==> src/hw/acps_pkg.sv <==
package acps_pkg;

   // ****************************************
   // Register map and fields
   // ****************************************
   localparam int          AXI_AW       = 8;
   localparam logic [7:0]  CTRL_OFS     = 8'h00;
   localparam logic [7:0]  DECIM_OFS    = 8'h04;
   localparam logic [7:0]  STATUS_OFS   = 8'h08;
   localparam logic [7:0]  DATA_OFS     = 8'h0C;
   localparam logic [7:0]  OFF0_OFS     = 8'h10;
   localparam logic [7:0]  GAIN0_OFS    = 8'h14;
   localparam logic [7:0]  OFF1_OFS     = 8'h18;
   localparam logic [7:0]  GAIN1_OFS    = 8'h1C;
   localparam int          F_MODE_LOW   = 0;
   localparam int          F_MODE_HIGH  = 1;
   localparam int          F_SYNC_HOLD  = 2;
   localparam int          F_POWER_DOWN = 3;
   localparam int          F_CLKO_DIS   = 4;
   localparam int          F_HALVER     = 5;
   localparam int          F_BIPOLAR    = 6;
   localparam int          F_CHANNEL    = 7;
   localparam logic [7:0]  CTRL_RESET   = 8'h04;
   localparam logic [11:0] DECIM_RESET  = 12'h187;
   localparam logic [15:0] OFF_RESET    = 16'h0000;
   localparam logic [15:0] GAIN_RESET   = 16'h8000;
   localparam logic [15:0] MIDSCALE     = 16'h8000;
   localparam logic [1:0]  RESP_OKAY    = 2'h0;
   localparam logic [1:0]  RESP_SLVERR  = 2'h2;

   // ****************************************
   // Timing, in output periods and input clocks
   // ****************************************
   localparam logic [3:0]  SELF_CAL_PER  = 4'h6;
   localparam logic [3:0]  SELF_MID_PER  = 4'h3;
   localparam logic [3:0]  SELF_CONV_PER = 4'h3;
   localparam logic [3:0]  SYS_CAL_PER   = 4'h3;
   localparam logic [3:0]  SYS_CONV_PER  = 4'h1;
   localparam logic [3:0]  START_PER     = 4'h3;
   localparam logic [10:0] PIPE_CYCLES   = 11'h7D0;
   localparam logic [6:0]  MOD_LAST      = 7'h7F;
   localparam logic [6:0]  MOD_SHIFT     = 7'h07;

   // ****************************************
   // Types
   // ****************************************
   typedef enum logic [2:0] {
      ST_IDLE = 3'b000, ST_ARM = 3'b001, ST_CAL = 3'b011,
      ST_CONV = 3'b010, ST_RUN = 3'b110, ST_PDN = 3'b100
   } acps_state_type;

   function automatic logic reg_hit(input logic [7:0] a);
      reg_hit = (a[1:0] == 2'h0) && (a <= GAIN1_OFS);
   endfunction : reg_hit

   function automatic logic [31:0] merge(input logic [31:0] o, input logic [31:0] d,
                                         input logic [3:0] s);
      for (int i = 0; i < 4; i++) begin
         o[i*8 +: 8] = s[i] ? d[i*8 +: 8] : o[i*8 +: 8];
      end
      merge = o;
   endfunction : merge

endpackage : acps_pkg

==> src/hw/acps_axil_slave.sv <==
`timescale 1ns/1ps
module acps_axil_slave (
   // Clock and reset
   input  wire logic        i_clock,
   input  wire logic        i_reset_n,
   // Write channels
   input  wire logic [7:0]  i_awaddr,
   input  wire logic        i_awvalid,
   output logic             o_awready,
   input  wire logic [31:0] i_wdata,
   input  wire logic [3:0]  i_wstrb,
   input  wire logic        i_wvalid,
   output logic             o_wready,
   output logic [1:0]       o_bresp,
   output logic             o_bvalid,
   input  wire logic        i_bready,
   // Read channels
   input  wire logic [7:0]  i_araddr,
   input  wire logic        i_arvalid,
   output logic             o_arready,
   output logic [31:0]      o_rdata,
   output logic [1:0]       o_rresp,
   output logic             o_rvalid,
   input  wire logic        i_rready,
   // Register side
   output logic             o_wr_fire,
   output logic [7:0]       o_wr_addr,
   output logic [31:0]      o_wr_data,
   output logic [3:0]       o_wr_strb,
   output logic             o_rd_fire,
   input  wire logic [31:0] i_rdata
);
   import acps_pkg::*;

   typedef struct packed {
      logic        aw_full;
      logic [7:0]  aw_addr;
      logic        w_full;
      logic [31:0] w_data;
      logic [3:0]  w_strb;
      logic        awready;
      logic        wready;
      logic        arready;
      logic        bvalid;
      logic [1:0]  bresp;
      logic        rvalid;
      logic [31:0] rdata;
      logic [1:0]  rresp;
      logic        wr_fire;
   } acps_axi_type;

   acps_axi_type r_reg, r_next;

   always_comb begin
      r_next = r_reg;
      r_next.wr_fire = 1'b0;
      o_rd_fire = i_arvalid && r_reg.arready;
      if (i_awvalid && r_reg.awready) begin
         r_next.aw_full = 1'b1;
         r_next.aw_addr = i_awaddr;
      end
      if (i_wvalid && r_reg.wready) begin
         r_next.w_full = 1'b1;
         r_next.w_data = i_wdata;
         r_next.w_strb = i_wstrb;
      end
      if (r_reg.bvalid && i_bready) begin
         r_next.bvalid = 1'b0;
      end
      if (r_reg.aw_full && r_reg.w_full && !r_reg.bvalid) begin
         r_next.aw_full = 1'b0;
         r_next.w_full = 1'b0;
         r_next.bvalid = 1'b1;
         r_next.bresp = reg_hit(r_reg.aw_addr) ? RESP_OKAY : RESP_SLVERR;
         r_next.wr_fire = reg_hit(r_reg.aw_addr);
      end
      if (r_reg.rvalid && i_rready) begin
         r_next.rvalid = 1'b0;
      end
      if (o_rd_fire) begin
         r_next.rvalid = 1'b1;
         r_next.rdata = i_rdata;
         r_next.rresp = reg_hit(i_araddr) ? RESP_OKAY : RESP_SLVERR;
      end
      r_next.awready = !r_next.aw_full;
      r_next.wready = !r_next.w_full;
      r_next.arready = !r_next.rvalid;
   end

   always_ff @(posedge i_clock) begin
      if (!i_reset_n) begin
         r_reg <= '0;
      end else begin
         r_reg <= r_next;
      end
   end

   assign o_awready = r_reg.awready;
   assign o_wready = r_reg.wready;
   assign o_bvalid = r_reg.bvalid;
   assign o_bresp = r_reg.bresp;
   assign o_arready = r_reg.arready;
   assign o_rvalid = r_reg.rvalid;
   assign o_rdata = r_reg.rdata;
   assign o_rresp = r_reg.rresp;
   assign o_wr_fire = r_reg.wr_fire;
   assign o_wr_addr = r_reg.aw_addr;
   assign o_wr_data = r_reg.w_data;
   assign o_wr_strb = r_reg.w_strb;
endmodule : acps_axil_slave

==> src/hw/acps_odr_timer.sv <==
`timescale 1ns/1ps
module acps_odr_timer #(
   parameter int DECIM_W = 12,
   parameter int CNT_W   = 20
) (
   // Clock and reset
   input  wire logic               i_clock,
   input  wire logic               i_reset_n,
   // Control
   input  wire logic               i_restart,
   input  wire logic [DECIM_W-1:0] i_decim,
   input  wire logic               i_halver,
   // Period tick
   output logic                    o_tick
);
   import acps_pkg::*;

   typedef struct packed {
      logic [CNT_W-1:0] cnt;
      logic             tick;
   } acps_tmr_type;

   acps_tmr_type r_reg, r_next;
   logic [CNT_W-1:0] len;

   always_comb begin
      len = (CNT_W'({i_decim, MOD_SHIFT'(0)}) << i_halver) - CNT_W'(1);
      r_next = r_reg;
      r_next.tick = 1'b0;
      if (i_restart) begin
         r_next.cnt = '0;
      end else if (r_reg.cnt >= len) begin
         r_next.cnt = '0;
         r_next.tick = 1'b1;
      end else begin
         r_next.cnt = r_reg.cnt + CNT_W'(1);
      end
   end

   always_ff @(posedge i_clock) begin
      if (!i_reset_n) begin
         r_reg <= '0;
      end else begin
         r_reg <= r_next;
      end
   end

   assign o_tick = r_reg.tick;
endmodule : acps_odr_timer

==> src/hw/acps_sequencer.sv <==
// Local design decisions: the AXI4-Lite interface to the registers and the register addresses.
`timescale 1ns/1ps
module acps_sequencer (
   // Clock and reset
   input  wire logic                       I_CLOCK,
   input  wire logic                       I_RESET_N,
   // AXI4-Lite write
   input  wire logic [acps_pkg::AXI_AW-1:0] I_AWADDR,
   input  wire logic                       I_AWVALID,
   output logic                            O_AWREADY,
   input  wire logic [31:0]                I_WDATA,
   input  wire logic [3:0]                 I_WSTRB,
   input  wire logic                       I_WVALID,
   output logic                            O_WREADY,
   output logic [1:0]                      O_BRESP,
   output logic                            O_BVALID,
   input  wire logic                       I_BREADY,
   // AXI4-Lite read
   input  wire logic [acps_pkg::AXI_AW-1:0] I_ARADDR,
   input  wire logic                       I_ARVALID,
   output logic                            O_ARREADY,
   output logic [31:0]                     O_RDATA,
   output logic [1:0]                      O_RRESP,
   output logic                            O_RVALID,
   input  wire logic                       I_RREADY,
   // Converter side
   input  wire logic [15:0]                I_SAMPLE,
   input  wire logic                       I_EXT_CRYSTAL,
   output logic                            O_DATA_READY_N,
   output logic                            O_MOD_RESET,
   output logic [1:0]                      O_CAL_INPUT,
   output logic                            O_CHANNEL,
   output logic                            O_OSC_ENABLE,
   output logic                            O_CLOCK_OUTPUT_EN
);
   import acps_pkg::*;

   // ****************************************
   // State
   // ****************************************
   typedef struct packed {
      acps_state_type  state;
      logic [1:0]      cal;
      logic            data_ready_n;
      logic [7:0]      ctrl;
      logic [11:0]     decim;
      logic [15:0]     data;
      logic [1:0][15:0] off;
      logic [1:0][15:0] gain;
      logic [15:0]     zero;
      logic [3:0]      per;
      logic [10:0]     pipe;
      logic [6:0]      mod;
      logic            ext_s1;
      logic            ext_s2;
      logic            mod_rst;
      logic [1:0]      cal_in;
      logic            osc_en;
      logic            clko_en;
   } acps_seq_type;

   localparam logic [1:0] CAL_SELF = 2'b01;
   localparam logic [1:0] IN_ANALOG = 2'b00;
   localparam logic [1:0] IN_SHORT = 2'b01;
   localparam logic [1:0] IN_REF = 2'b10;

   acps_seq_type r_reg, r_next;
   logic        wr_fire;
   logic [7:0]  wr_addr;
   logic [31:0] wr_data;
   logic [3:0]  wr_strb;
   logic        rd_fire;
   logic [31:0] rdata;
   logic        tick;
   logic        restart;
   logic        chan;
   logic        bip;
   logic [1:0]  mode;

   // ****************************************
   // Helpers
   // ****************************************
   function automatic logic [15:0] calc_gain(input logic [15:0] fs, input logic [15:0] zs,
                                             input logic b);
      logic [15:0] span;
      span = fs - zs;
      calc_gain = b ? {span[14:0], 1'b0} : span;
   endfunction : calc_gain

   function automatic logic [15:0] calc_off(input logic [15:0] zs, input logic b);
      calc_off = b ? zs - MIDSCALE : zs;
   endfunction : calc_off

   // ****************************************
   // Bus slave and period timer
   // ****************************************
   acps_axil_slave u_axi (
      .i_clock   (I_CLOCK),
      .i_reset_n (I_RESET_N),
      .i_awaddr  (I_AWADDR),
      .i_awvalid (I_AWVALID),
      .o_awready (O_AWREADY),
      .i_wdata   (I_WDATA),
      .i_wstrb   (I_WSTRB),
      .i_wvalid  (I_WVALID),
      .o_wready  (O_WREADY),
      .o_bresp   (O_BRESP),
      .o_bvalid  (O_BVALID),
      .i_bready  (I_BREADY),
      .i_araddr  (I_ARADDR),
      .i_arvalid (I_ARVALID),
      .o_arready (O_ARREADY),
      .o_rdata   (O_RDATA),
      .o_rresp   (O_RRESP),
      .o_rvalid  (O_RVALID),
      .i_rready  (I_RREADY),
      .o_wr_fire (wr_fire),
      .o_wr_addr (wr_addr),
      .o_wr_data (wr_data),
      .o_wr_strb (wr_strb),
      .o_rd_fire (rd_fire),
      .i_rdata   (rdata)
   );

   acps_odr_timer #(
      .DECIM_W (12),
      .CNT_W   (20)
   ) u_timer (
      .i_clock   (I_CLOCK),
      .i_reset_n (I_RESET_N),
      .i_restart (restart),
      .i_decim   (r_reg.decim),
      .i_halver  (r_reg.ctrl[F_HALVER]),
      .o_tick    (tick)
   );

   // ****************************************
   // Read mux
   // ****************************************
   always_comb begin
      rdata = 32'h0000_0000;
      case (I_ARADDR)
         CTRL_OFS:   rdata = {24'h00_0000, r_reg.ctrl};
         DECIM_OFS:  rdata = {20'h0_0000, r_reg.decim};
         STATUS_OFS: rdata = {23'h00_0000, r_reg.ext_s2, 1'b0, r_reg.state,
                              1'b0, r_reg.state == ST_PDN,
                              r_reg.state inside {ST_ARM, ST_CAL, ST_CONV},
                              r_reg.data_ready_n};
         DATA_OFS:   rdata = {16'h0000, r_reg.data};
         OFF0_OFS:   rdata = {16'h0000, r_reg.off[0]};
         GAIN0_OFS:  rdata = {16'h0000, r_reg.gain[0]};
         OFF1_OFS:   rdata = {16'h0000, r_reg.off[1]};
         GAIN1_OFS:  rdata = {16'h0000, r_reg.gain[1]};
         default:    rdata = 32'h0000_0000;
      endcase
   end

   // ****************************************
   // Sequencer
   // ****************************************
   always_comb begin
      r_next = r_reg;
      restart = 1'b0;
      chan = r_reg.ctrl[F_CHANNEL];
      bip = r_reg.ctrl[F_BIPOLAR];
      mode = {r_reg.ctrl[F_MODE_HIGH], r_reg.ctrl[F_MODE_LOW]};
      r_next.mod = r_reg.mod + 7'h01;
      r_next.ext_s1 = I_EXT_CRYSTAL;
      r_next.ext_s2 = r_reg.ext_s1;
      // Software writes; while powered down only these, a DATA read (data ready high), I_EXT_CRYSTAL (STATUS bit 8) and the mod counter alter registers
      if (wr_fire) begin
         case (wr_addr)
            CTRL_OFS:  r_next.ctrl = 8'(merge({24'h00_0000, r_reg.ctrl}, wr_data, wr_strb));
            DECIM_OFS: r_next.decim = 12'(merge({20'h0_0000, r_reg.decim}, wr_data, wr_strb));
            OFF0_OFS:  r_next.off[0] = 16'(merge({16'h0000, r_reg.off[0]}, wr_data, wr_strb));
            GAIN0_OFS: r_next.gain[0] = 16'(merge({16'h0000, r_reg.gain[0]}, wr_data, wr_strb));
            OFF1_OFS:  r_next.off[1] = 16'(merge({16'h0000, r_reg.off[1]}, wr_data, wr_strb));
            GAIN1_OFS: r_next.gain[1] = 16'(merge({16'h0000, r_reg.gain[1]}, wr_data, wr_strb));
            default:   r_next.ctrl = r_next.ctrl;
         endcase
      end
      if (rd_fire && I_ARADDR == DATA_OFS) begin
         r_next.data_ready_n = 1'b1;
      end
      case (r_reg.state)
         ST_IDLE: begin
            restart = 1'b1;
            r_next.mod_rst = 1'b1;
            if (r_reg.ctrl[F_POWER_DOWN]) begin
               r_next.state = ST_PDN;
            end else if (!r_reg.ctrl[F_SYNC_HOLD]) begin
               r_next.mod_rst = 1'b0;
               if (mode != 2'b00) begin
                  r_next.state = ST_ARM;
               end else begin
                  r_next.state = ST_CONV;
                  r_next.cal = 2'b00;
                  r_next.pipe = PIPE_CYCLES;
                  r_next.per = START_PER;
               end
            end
         end
         ST_ARM: begin
            restart = 1'b1;
            if (r_reg.data_ready_n || r_reg.mod == MOD_LAST) begin
               r_next.data_ready_n = 1'b1;
               r_next.state = ST_CAL;
               r_next.cal = mode;
               r_next.per = (mode == CAL_SELF) ? SELF_CAL_PER : SYS_CAL_PER;
               r_next.cal_in = (mode == CAL_SELF) ? IN_SHORT : IN_ANALOG;
            end
         end
         ST_CAL: begin
            if (tick) begin
               r_next.per = r_reg.per - 4'h1;
               if (r_reg.cal == CAL_SELF && r_reg.per == SELF_MID_PER + 4'h1) begin
                  r_next.zero = I_SAMPLE;
                  r_next.cal_in = IN_REF;
               end
               if (r_reg.per == 4'h1) begin
                  r_next.ctrl[F_MODE_HIGH] = 1'b0;
                  r_next.ctrl[F_MODE_LOW] = 1'b0;
                  r_next.cal_in = IN_ANALOG;
                  r_next.state = ST_CONV;
                  r_next.pipe = 11'h000;
                  r_next.per = (r_reg.cal == CAL_SELF) ? SELF_CONV_PER : SYS_CONV_PER;
                  case (r_reg.cal)
                     2'b01: begin
                        r_next.off[chan] = calc_off(r_reg.zero, bip);
                        r_next.gain[chan] = calc_gain(I_SAMPLE, r_reg.zero, bip);
                     end
                     2'b10: r_next.off[chan] = calc_off(I_SAMPLE, bip);
                     2'b11: r_next.gain[chan] = calc_gain(I_SAMPLE,
                                                r_reg.off[chan] + (bip ? MIDSCALE : 16'h0000),
                                                bip);
                     default: r_next.cal = 2'b00;
                  endcase
               end
            end
         end
         ST_CONV: begin
            if (r_reg.pipe != 11'h000) begin
               restart = 1'b1;
               r_next.pipe = r_reg.pipe - 11'h001;
            end else if (tick) begin
               r_next.per = r_reg.per - 4'h1;
               if (r_reg.per == 4'h1) begin
                  r_next.data = I_SAMPLE;
                  r_next.data_ready_n = 1'b0;
                  r_next.state = ST_RUN;
                  r_next.cal = 2'b00;
               end
            end
         end
         ST_RUN: begin
            if (tick) begin
               r_next.data = I_SAMPLE;
               r_next.data_ready_n = 1'b0;
            end
            if (wr_fire && wr_addr == CTRL_OFS
                && r_next.ctrl[F_MODE_HIGH:F_MODE_LOW] != 2'b00) begin
               r_next.state = ST_ARM;
            end
         end
         ST_PDN: begin
            restart = 1'b1;
            if (!r_reg.ctrl[F_POWER_DOWN]) begin
               if (r_reg.ctrl[F_SYNC_HOLD]) begin
                  r_next.state = ST_IDLE;
               end else begin
                  r_next.state = ST_CONV;
                  r_next.mod_rst = 1'b0;
                  r_next.pipe = PIPE_CYCLES;
                  r_next.per = START_PER;
               end
            end
         end
         default: r_next.state = ST_IDLE;
      endcase
      if (r_reg.state != ST_IDLE && r_reg.state != ST_PDN) begin
         if (r_reg.ctrl[F_POWER_DOWN]) begin
            r_next.state = ST_PDN;
            r_next.cal_in = IN_ANALOG;
         end else if (r_reg.ctrl[F_SYNC_HOLD]) begin
            r_next.state = ST_IDLE;
            r_next.mod_rst = 1'b1;
            r_next.cal_in = IN_ANALOG;
         end
      end
      r_next.osc_en = !r_next.ext_s2 && r_next.state != ST_PDN;
      r_next.clko_en = r_next.ext_s2 && !r_next.ctrl[F_CLKO_DIS];
   end

   always_ff @(posedge I_CLOCK) begin
      if (!I_RESET_N) begin
         r_reg <= '0;
         r_reg.state <= ST_IDLE;
         r_reg.data_ready_n <= 1'b1;
         r_reg.ctrl <= CTRL_RESET;
         r_reg.decim <= DECIM_RESET;
         r_reg.off <= {OFF_RESET, OFF_RESET};
         r_reg.gain <= {GAIN_RESET, GAIN_RESET};
         r_reg.mod_rst <= 1'b1;
      end else begin
         r_reg <= r_next;
      end
   end

   assign O_DATA_READY_N = r_reg.data_ready_n;
   assign O_MOD_RESET = r_reg.mod_rst;
   assign O_CAL_INPUT = r_reg.cal_in;
   assign O_CHANNEL = r_reg.ctrl[F_CHANNEL];
   assign O_OSC_ENABLE = r_reg.osc_en;
   assign O_CLOCK_OUTPUT_EN = r_reg.clko_en;
endmodule : acps_sequencer

==> config.mk <==
export PLATFORM = sky130hd
export DESIGN_NAME = acps_sequencer
export DESIGN_NICKNAME = d
export VERILOG_FILES = /design/src/hw/acps_pkg.sv /design/src/hw/acps_axil_slave.sv /design/src/hw/acps_odr_timer.sv /design/src/hw/acps_sequencer.sv
export SDC_FILE = /design/constraint.sdc
export NUM_CORES = 1
export LEC_CHECK = 0
export BUFFER_PORTS_ARGS = -buffer_cell sky130_fd_sc_hd__buf_2
export CAP_MARGIN = 20
export CORE_MARGIN = 2
export CORE_UTILIZATION = 62
export CTS_BUF_LIST = sky130_fd_sc_hd__clkbuf_8
export DETAILED_ROUTE_END_ITERATION = 10
export PLACE_DENSITY = 0.85
export SLEW_MARGIN = 15
export SYNTH_ARGS = -nofsm -noshare
export SYNTH_HDL_FRONTEND = slang
export SYNTH_SLANG_ARGS = --single-unit
==> constraint.sdc <==
create_clock -name I_CLOCK -period 4.8 [get_ports I_CLOCK]
set_input_delay 0.48 -clock I_CLOCK [delete_from_list [all_inputs] [get_ports I_CLOCK]]
set_output_delay 0.48 -clock I_CLOCK [all_outputs]
set_load 0.02 [all_outputs]
==> results.cfg, run 1 <==
[status]
status = completed

[synthesis]
synth.area.top_cells = dfxtp_1 (33%), mux2i_1 (7.9%), ha_1 (6.2%)
synth_edf_count = 0
ys_types = 83
seq_area_frac_synth = 0.329
synth_ff_type = dfxtp_1
synth.top_cell.area_share = 0.329
yosysTopAreaCell = dfxtp_1
avgSynthCellArea_um2 = 8.00
postSynth.asyncResetShare = 0
syn-cell-area_um2 = 13600
synth.most_common_cell = dfxtp_1
synth_commonest_cells = dfxtp_1 (224), nor2_1 (214), a21oi_1 (158)
syn_inst = 1705
ys_ff_latch = 224
ys_warn_count = 0

[place]
dpl_cell_area_um2 = 13900
port-buffer-count = 87
dp_cells = 1967
gp_congestion = 0.955
dp_hpwl_um = 29100

[setup_path]
cp_top_family = simple AND/OR/NAND/NOR gates
crit_type = reg -> reg
path_cells = inv_1 > nand2_1 > ha_1 > nor2b_1 > nand3_1 > or3_1 > or2_1 > or4_1 > o21a_1 > ha_1 > nand2_1 > nor3_1 > and3_1 > a221oi_1 > o211ai_1 > nand2b_2 > nor2_1
cp.required_ns = 5.29
critPathMaxFanout = 20
slowest_delay_ns = 0.44
cp.arrival_ns = 4.78
worstSetupEndpointType = flip-flop
path_buf_inv = 1
slowest_stage = dfxtp_1
start_kind = flip-flop

[global_route]
grt_max_degree = 80
gr-total-overflow = 0
antenna_found_initial = 0
grt_pass1_vias = 12200
grt_pass1_wl_um = 63600
grt_usage = 0.334

[power_and_ir_drop]
peakVddDrop_mv = 0.186
p_leak_nw = 6.17
power.density_nw_per_um2 = 277

[timing]
worst_clock_skew_ns = 0.0197
hold_violations = 0
rsz0062_at_grt = no
fin_crit_ns = 4.29
setup_violations = 0
max_slew_margin = 0.154
setup-tns-final_ns = 0
worst_pin_slew_ns = 1.26
drv_slew = 0
whs_ns = 0.159
fmax_mhz = 233
period_share = 0.894

[floorplanning]
rows = 54
io_pins = 124
core-area_um2 = 21700
initial_utilization = 0.629
die_height_um = 152
die_area_um2 = 23200
die_w_um = 152

[detailed_routing]
drt-total-wl_um = 40400
drc = 0
wl_per_cell_um = 19.8
drt.antenna.violating_nets = 0
avgViaCountPerCell = 6.45
num_vias = 13200
drt-initial-drc-count = 1410
dr.pass1.iters = 5

[final_layout]
multi_input_area_um2 = 8280
fillers = 1766
final_layout_size_suffix_gt1_frac = 0.117
utilization = 0.681
num_antenna_cells = 0
final-seq-area_um2 = 4480
stdcell_count = 2039
largest_reg_flops = 140
syn_to_final_growth_pct = 8.32
nets = 1876
postLayoutCellArea_um2 = 14800

[clocking]
clock-sinks = 224
clock_latency_ns = 0.56
postCtsHoldBufs = 0
cts_buffer_depth = 3
cts_root_buffer = clkbuf_8
path_clk_slew_ns = 0.06
cts_inserted_buffers = 39
cts_tree = yes
htree_levels = 2

[min_path]
hp-class = in -> reg

[job]
max-cap-violations = 0
-- stage by stage --
stage	power (mW)	worst slack [ns]
final	4.09	0.507
after global routing	4.20	0.186
after CTS	4.08	0.377
after detailed placement	2.24	0.400
after global placement	2.24	0.575
after floorplan	2.16	0.491
-- layout make-up --
type / instances / area share
Multi-Input combinational cell: 1284 / 0.560
Sequential cell: 224 / 0.303
Clock buffer: 50 / 0.0466
Timing Repair Buffer: 98 / 0.0350
Tap cell: 280 / 0.0237
Inverter: 83 / 0.0212
Clock inverter: 20 / 0.00991
-- metal layers --
layer | track usage | part of all wire
met5 | 0 | 0
met4 | 0.142 | 0.045
met3 | 0.0703 | 0.11
met1 | 0.427 | 0.39
met2 | 0.547 | 0.45
-- logic make-up after synthesis --
family / count (synthesis) / share of synthesized area
AOI/OAI and AO/OA: 461 / 0.219
xor gates and xnor gates: 50 / 0.0321
adders and majority gates: 70 / 0.0653
buffers and inverters: 214 / 0.0699
DFF: 224 / 0.329
muxes: 128 / 0.0957
other: 1 / 0.000275
and+or+nand+nor: 557 / 0.189
-- path summary, 6_finish.rpt --
kind / start / endpoint / slack [ns] / cells after the start
min: I_WDATA[2] / u_axi.o_wr_data[2] / 0.16 / 3
min reg2reg: r_next[5] / O_OSC_ENABLE / 0.43 / 1
max reg2reg: r_reg[142] / u_timer.r_reg[9] / 0.51 / 17
max: r_reg[142] / u_timer.r_reg[9] / 0.51 / 17
-- worst min-delay path, stage by stage --
cell     delay [ns]
buf_2          0.10
nand2_1        0.05
a21oi_1        0.05
-- where the power goes --
group	internal (mW)	switching (mW)	total, mW
clock	1.05	0.833	1.88
sequential	1.88	0.0298	1.91
combinational	0.101	0.203	0.304
-- what timing repair did --
item | in CTS | in global routing
buffers inserted | 0 | 0
gates resized for setup | 0 | 1
setup endpoints to repair | 0 | 19
-- cells in the final DEF (no fill, tap or decap), types with 50 or more instances in the layout --
master | synthesis | layout
clkbuf_8 | 0 | 50
a21oi_1 | 158 | 158
o21ai_0 | 77 | 77
buf_2 | 5 | 87
nor2_1 | 214 | 213
mux2i_1 | 108 | 108
ha_1 | 68 | 68
inv_1 | 82 | 91
nand2_1 | 143 | 142
dfxtp_1 | 224 | 224
No activity file was read; power rests on OpenSTA's default activity.
==> run 2: changes to the inputs <==
--- a/config.mk
+++ b/config.mk
@@ -6,7 +6,6 @@
 export NUM_CORES = 1
 export LEC_CHECK = 0
 export BUFFER_PORTS_ARGS = -buffer_cell sky130_fd_sc_hd__buf_2
-export CAP_MARGIN = 20
 export CORE_MARGIN = 2
 export CORE_UTILIZATION = 62
 export CTS_BUF_LIST = sky130_fd_sc_hd__clkbuf_8
==> constraint.sdc (replaced) <==
create_clock -name I_CLOCK -period 4.6 [get_ports I_CLOCK]
set_input_delay 0.46 -clock I_CLOCK [delete_from_list [all_inputs] [get_ports I_CLOCK]]
set_output_delay 0.46 -clock I_CLOCK [all_outputs]
set_load 0.02 [all_outputs]
==> results.cfg, run 2 (same netlist as run 1, synthesis figures left out) <==
[detailed_routing]
dr.pass1.iters = 6
drt.antenna.violating_nets = 0
avgViaCountPerCell = 6.44
num_vias = 13100
drt-initial-drc-count = 1378
wl_per_cell_um = 19.4
drc = 0
drt-total-wl_um = 39700

[floorplanning]
die_height_um = 152
core-area_um2 = 21700
die_area_um2 = 23200
rows = 54
die_w_um = 152
initial_utilization = 0.629
io_pins = 124

[power_and_ir_drop]
seqPwrFrac = 0.479
peakVddDrop_mv = 0.139
p_comb_frac = 0.076
p_leak_nw = 6.16
p_sw_mw = 1.06
pwr-share-clk = 0.444
internal-power_mw = 3.10
power.density_nw_per_um2 = 281
sw_frac_of_total = 0.255

[setup_path]
slowest_stage = dfxtp_1
reg2reg_to = u_timer.r_reg[10]
r2r_start = r_reg[142]
cp.required_ns = 5.06
path_cells = inv_1 > nand2_1 > ha_1 > nor2b_1 > nand3_1 > or3_1 > or2_1 > or4_1 > o21a_1 > ha_1 > nand2_1 > nor3_1 > and3_1 > a221oi_1 > o211ai_1 > nand2b_2 > nor2_1
slowest_delay_ns = 0.45
crit_type = reg -> reg
ff2ff_setup_slack_ns = 0.35
path_buf_inv = 1
rr_worst_depth = 17
cp_top_family = simple AND/OR/NAND/NOR gates
worstSetupEndpointType = flip-flop
start_kind = flip-flop
cp.arrival_ns = 4.72
critPathMaxFanout = 20

[clocking]
clock-sinks = 224
cts_inserted_buffers = 38
htree_levels = 2
cts_buffer_depth = 3
cts_setup_buffers = 0
cts_tree = yes
clock_latency_ns = 0.56
path_clk_slew_ns = 0.06
cts_root_buffer = clkbuf_8
postCtsHoldBufs = 0

[global_route]
grt_usage = 0.331
met3_usage = 0.0685
grt_max_degree = 95
grt_pass1_wl_um = 63000
gr-total-overflow = 0
grt_pass1_vias = 12300
antenna_found_initial = 0
grt-busiest-layer = met2
grtUsageMet2 = 0.535
met1_usage = 0.427

[place]
gp_congestion = 0.973
dpl_cell_area_um2 = 14000
port-buffer-count = 87
dp_hpwl_um = 28900

[min_path]
min_from = I_EXT_CRYSTAL
hp-class = in -> reg
min_to = r_next[5]
hold_depth = 2

[final_layout]
num_antenna_cells = 0
final_layout_size_suffix_gt1_frac = 0.118
postLayoutCellArea_um2 = 14800
largest_reg_flops = 140
syn_to_final_growth_pct = 8.24
final_common_cell = dfxtp_1
final_cell_mix = dfxtp_1 (224), nor2_1 (214), a21oi_1 (158)
nets = 1880
fillers = 1795

[timing]
hold_violations = 0
period_share = 0.925
fin_crit_ns = 4.25
fmax_mhz = 235
drv_slew = 0
rsz0062_at_grt = no
worst_clock_skew_ns = 0.0288
max_slew_margin = 0.176
setup-tns-final_ns = 0
setup_violations = 0
worst_pin_slew_ns = 1.23

[status]
status = completed

[job]
max-cap-violations = 0
==> run 2: cell types whose count changed in the layout (fill, tap and decap cells not counted), sizes merged <==
cell    change
buf         +5
inv         -2
bufinv      -1
clkinv      -1
==> run 2: layout make-up <==
type	instances	area, um2	area share
multi-input cells	1284	8270	0.560
inverters	83	314	0.0213
flip-flops and latches	224	4480	0.304
clock buffers	50	688	0.0466
clock inverters	16	104	0.00703
repair buffers	103	556	0.0376
well taps	280	350	0.0237
==> run 2: metal layers <==
metal | part of all wire | vias up | routed length [um]
li1 | - | 6114 | -
met1 | 0.40 | 6180 | 15900
met2 | 0.45 | 692 | 17900
met3 | 0.10 | 146 | 4170
met4 | 0.043 | 0 | 1720
met5 | 0 | - | 0
==> run 2: power groups by stage <==
stage                     sequential, mW  clock [mW]  combinational [mW]
after CTS                           1.99        1.85               0.311
after detailed placement            2.03           0               0.308
after floorplan                     2.02           0               0.228
final                               1.99        1.85               0.318
after global placement              2.03           0               0.301
after global routing                1.99        1.94               0.348
==> run 2: worst max-delay path by stage <==
| stage | start | to | cells after the start |
|---|---|---|---|
| 5_1_grt | r_reg[142] | u_timer.r_reg[19] | 17 |
| 3_5_place_dp | r_reg[142] | u_timer.r_reg[11] | 17 |
| 3_3_place_gp | r_reg[142] | u_timer.r_reg[18] | 17 |
| 4_1_cts | r_reg[142] | u_timer.r_reg[10] | 17 |
| 6_report | r_reg[142] | u_timer.r_reg[10] | 17 |
| 2_1_floorplan | r_reg[142] | u_timer.r_reg[13] | 19 |
==> run 2: per-stage QoR <==
stage | total power [mW] | instances | setup WS, ns | util | hold WS, ns
floorplan | 2.25 | 1722 | 0.291 | - | 0.384
global placement | 2.33 | 1973 | 0.413 | 0.644 | 0.400
detailed placement | 2.34 | 1973 | 0.195 | 0.644 | 0.403
CTS | 4.15 | 2039 | 0.181 | 0.681 | 0.127
global route | 4.28 | 2040 | 0.0497 | 0.681 | 0.139
finish | 4.16 | 2040 | 0.346 | 0.681 | 0.139
==> run 2: timing repair <==
item / CTS / global route
gates resized for setup: 0 / 1
endpoints found under the hold margin: 0 / 0
setup endpoints to repair: 0 / 20
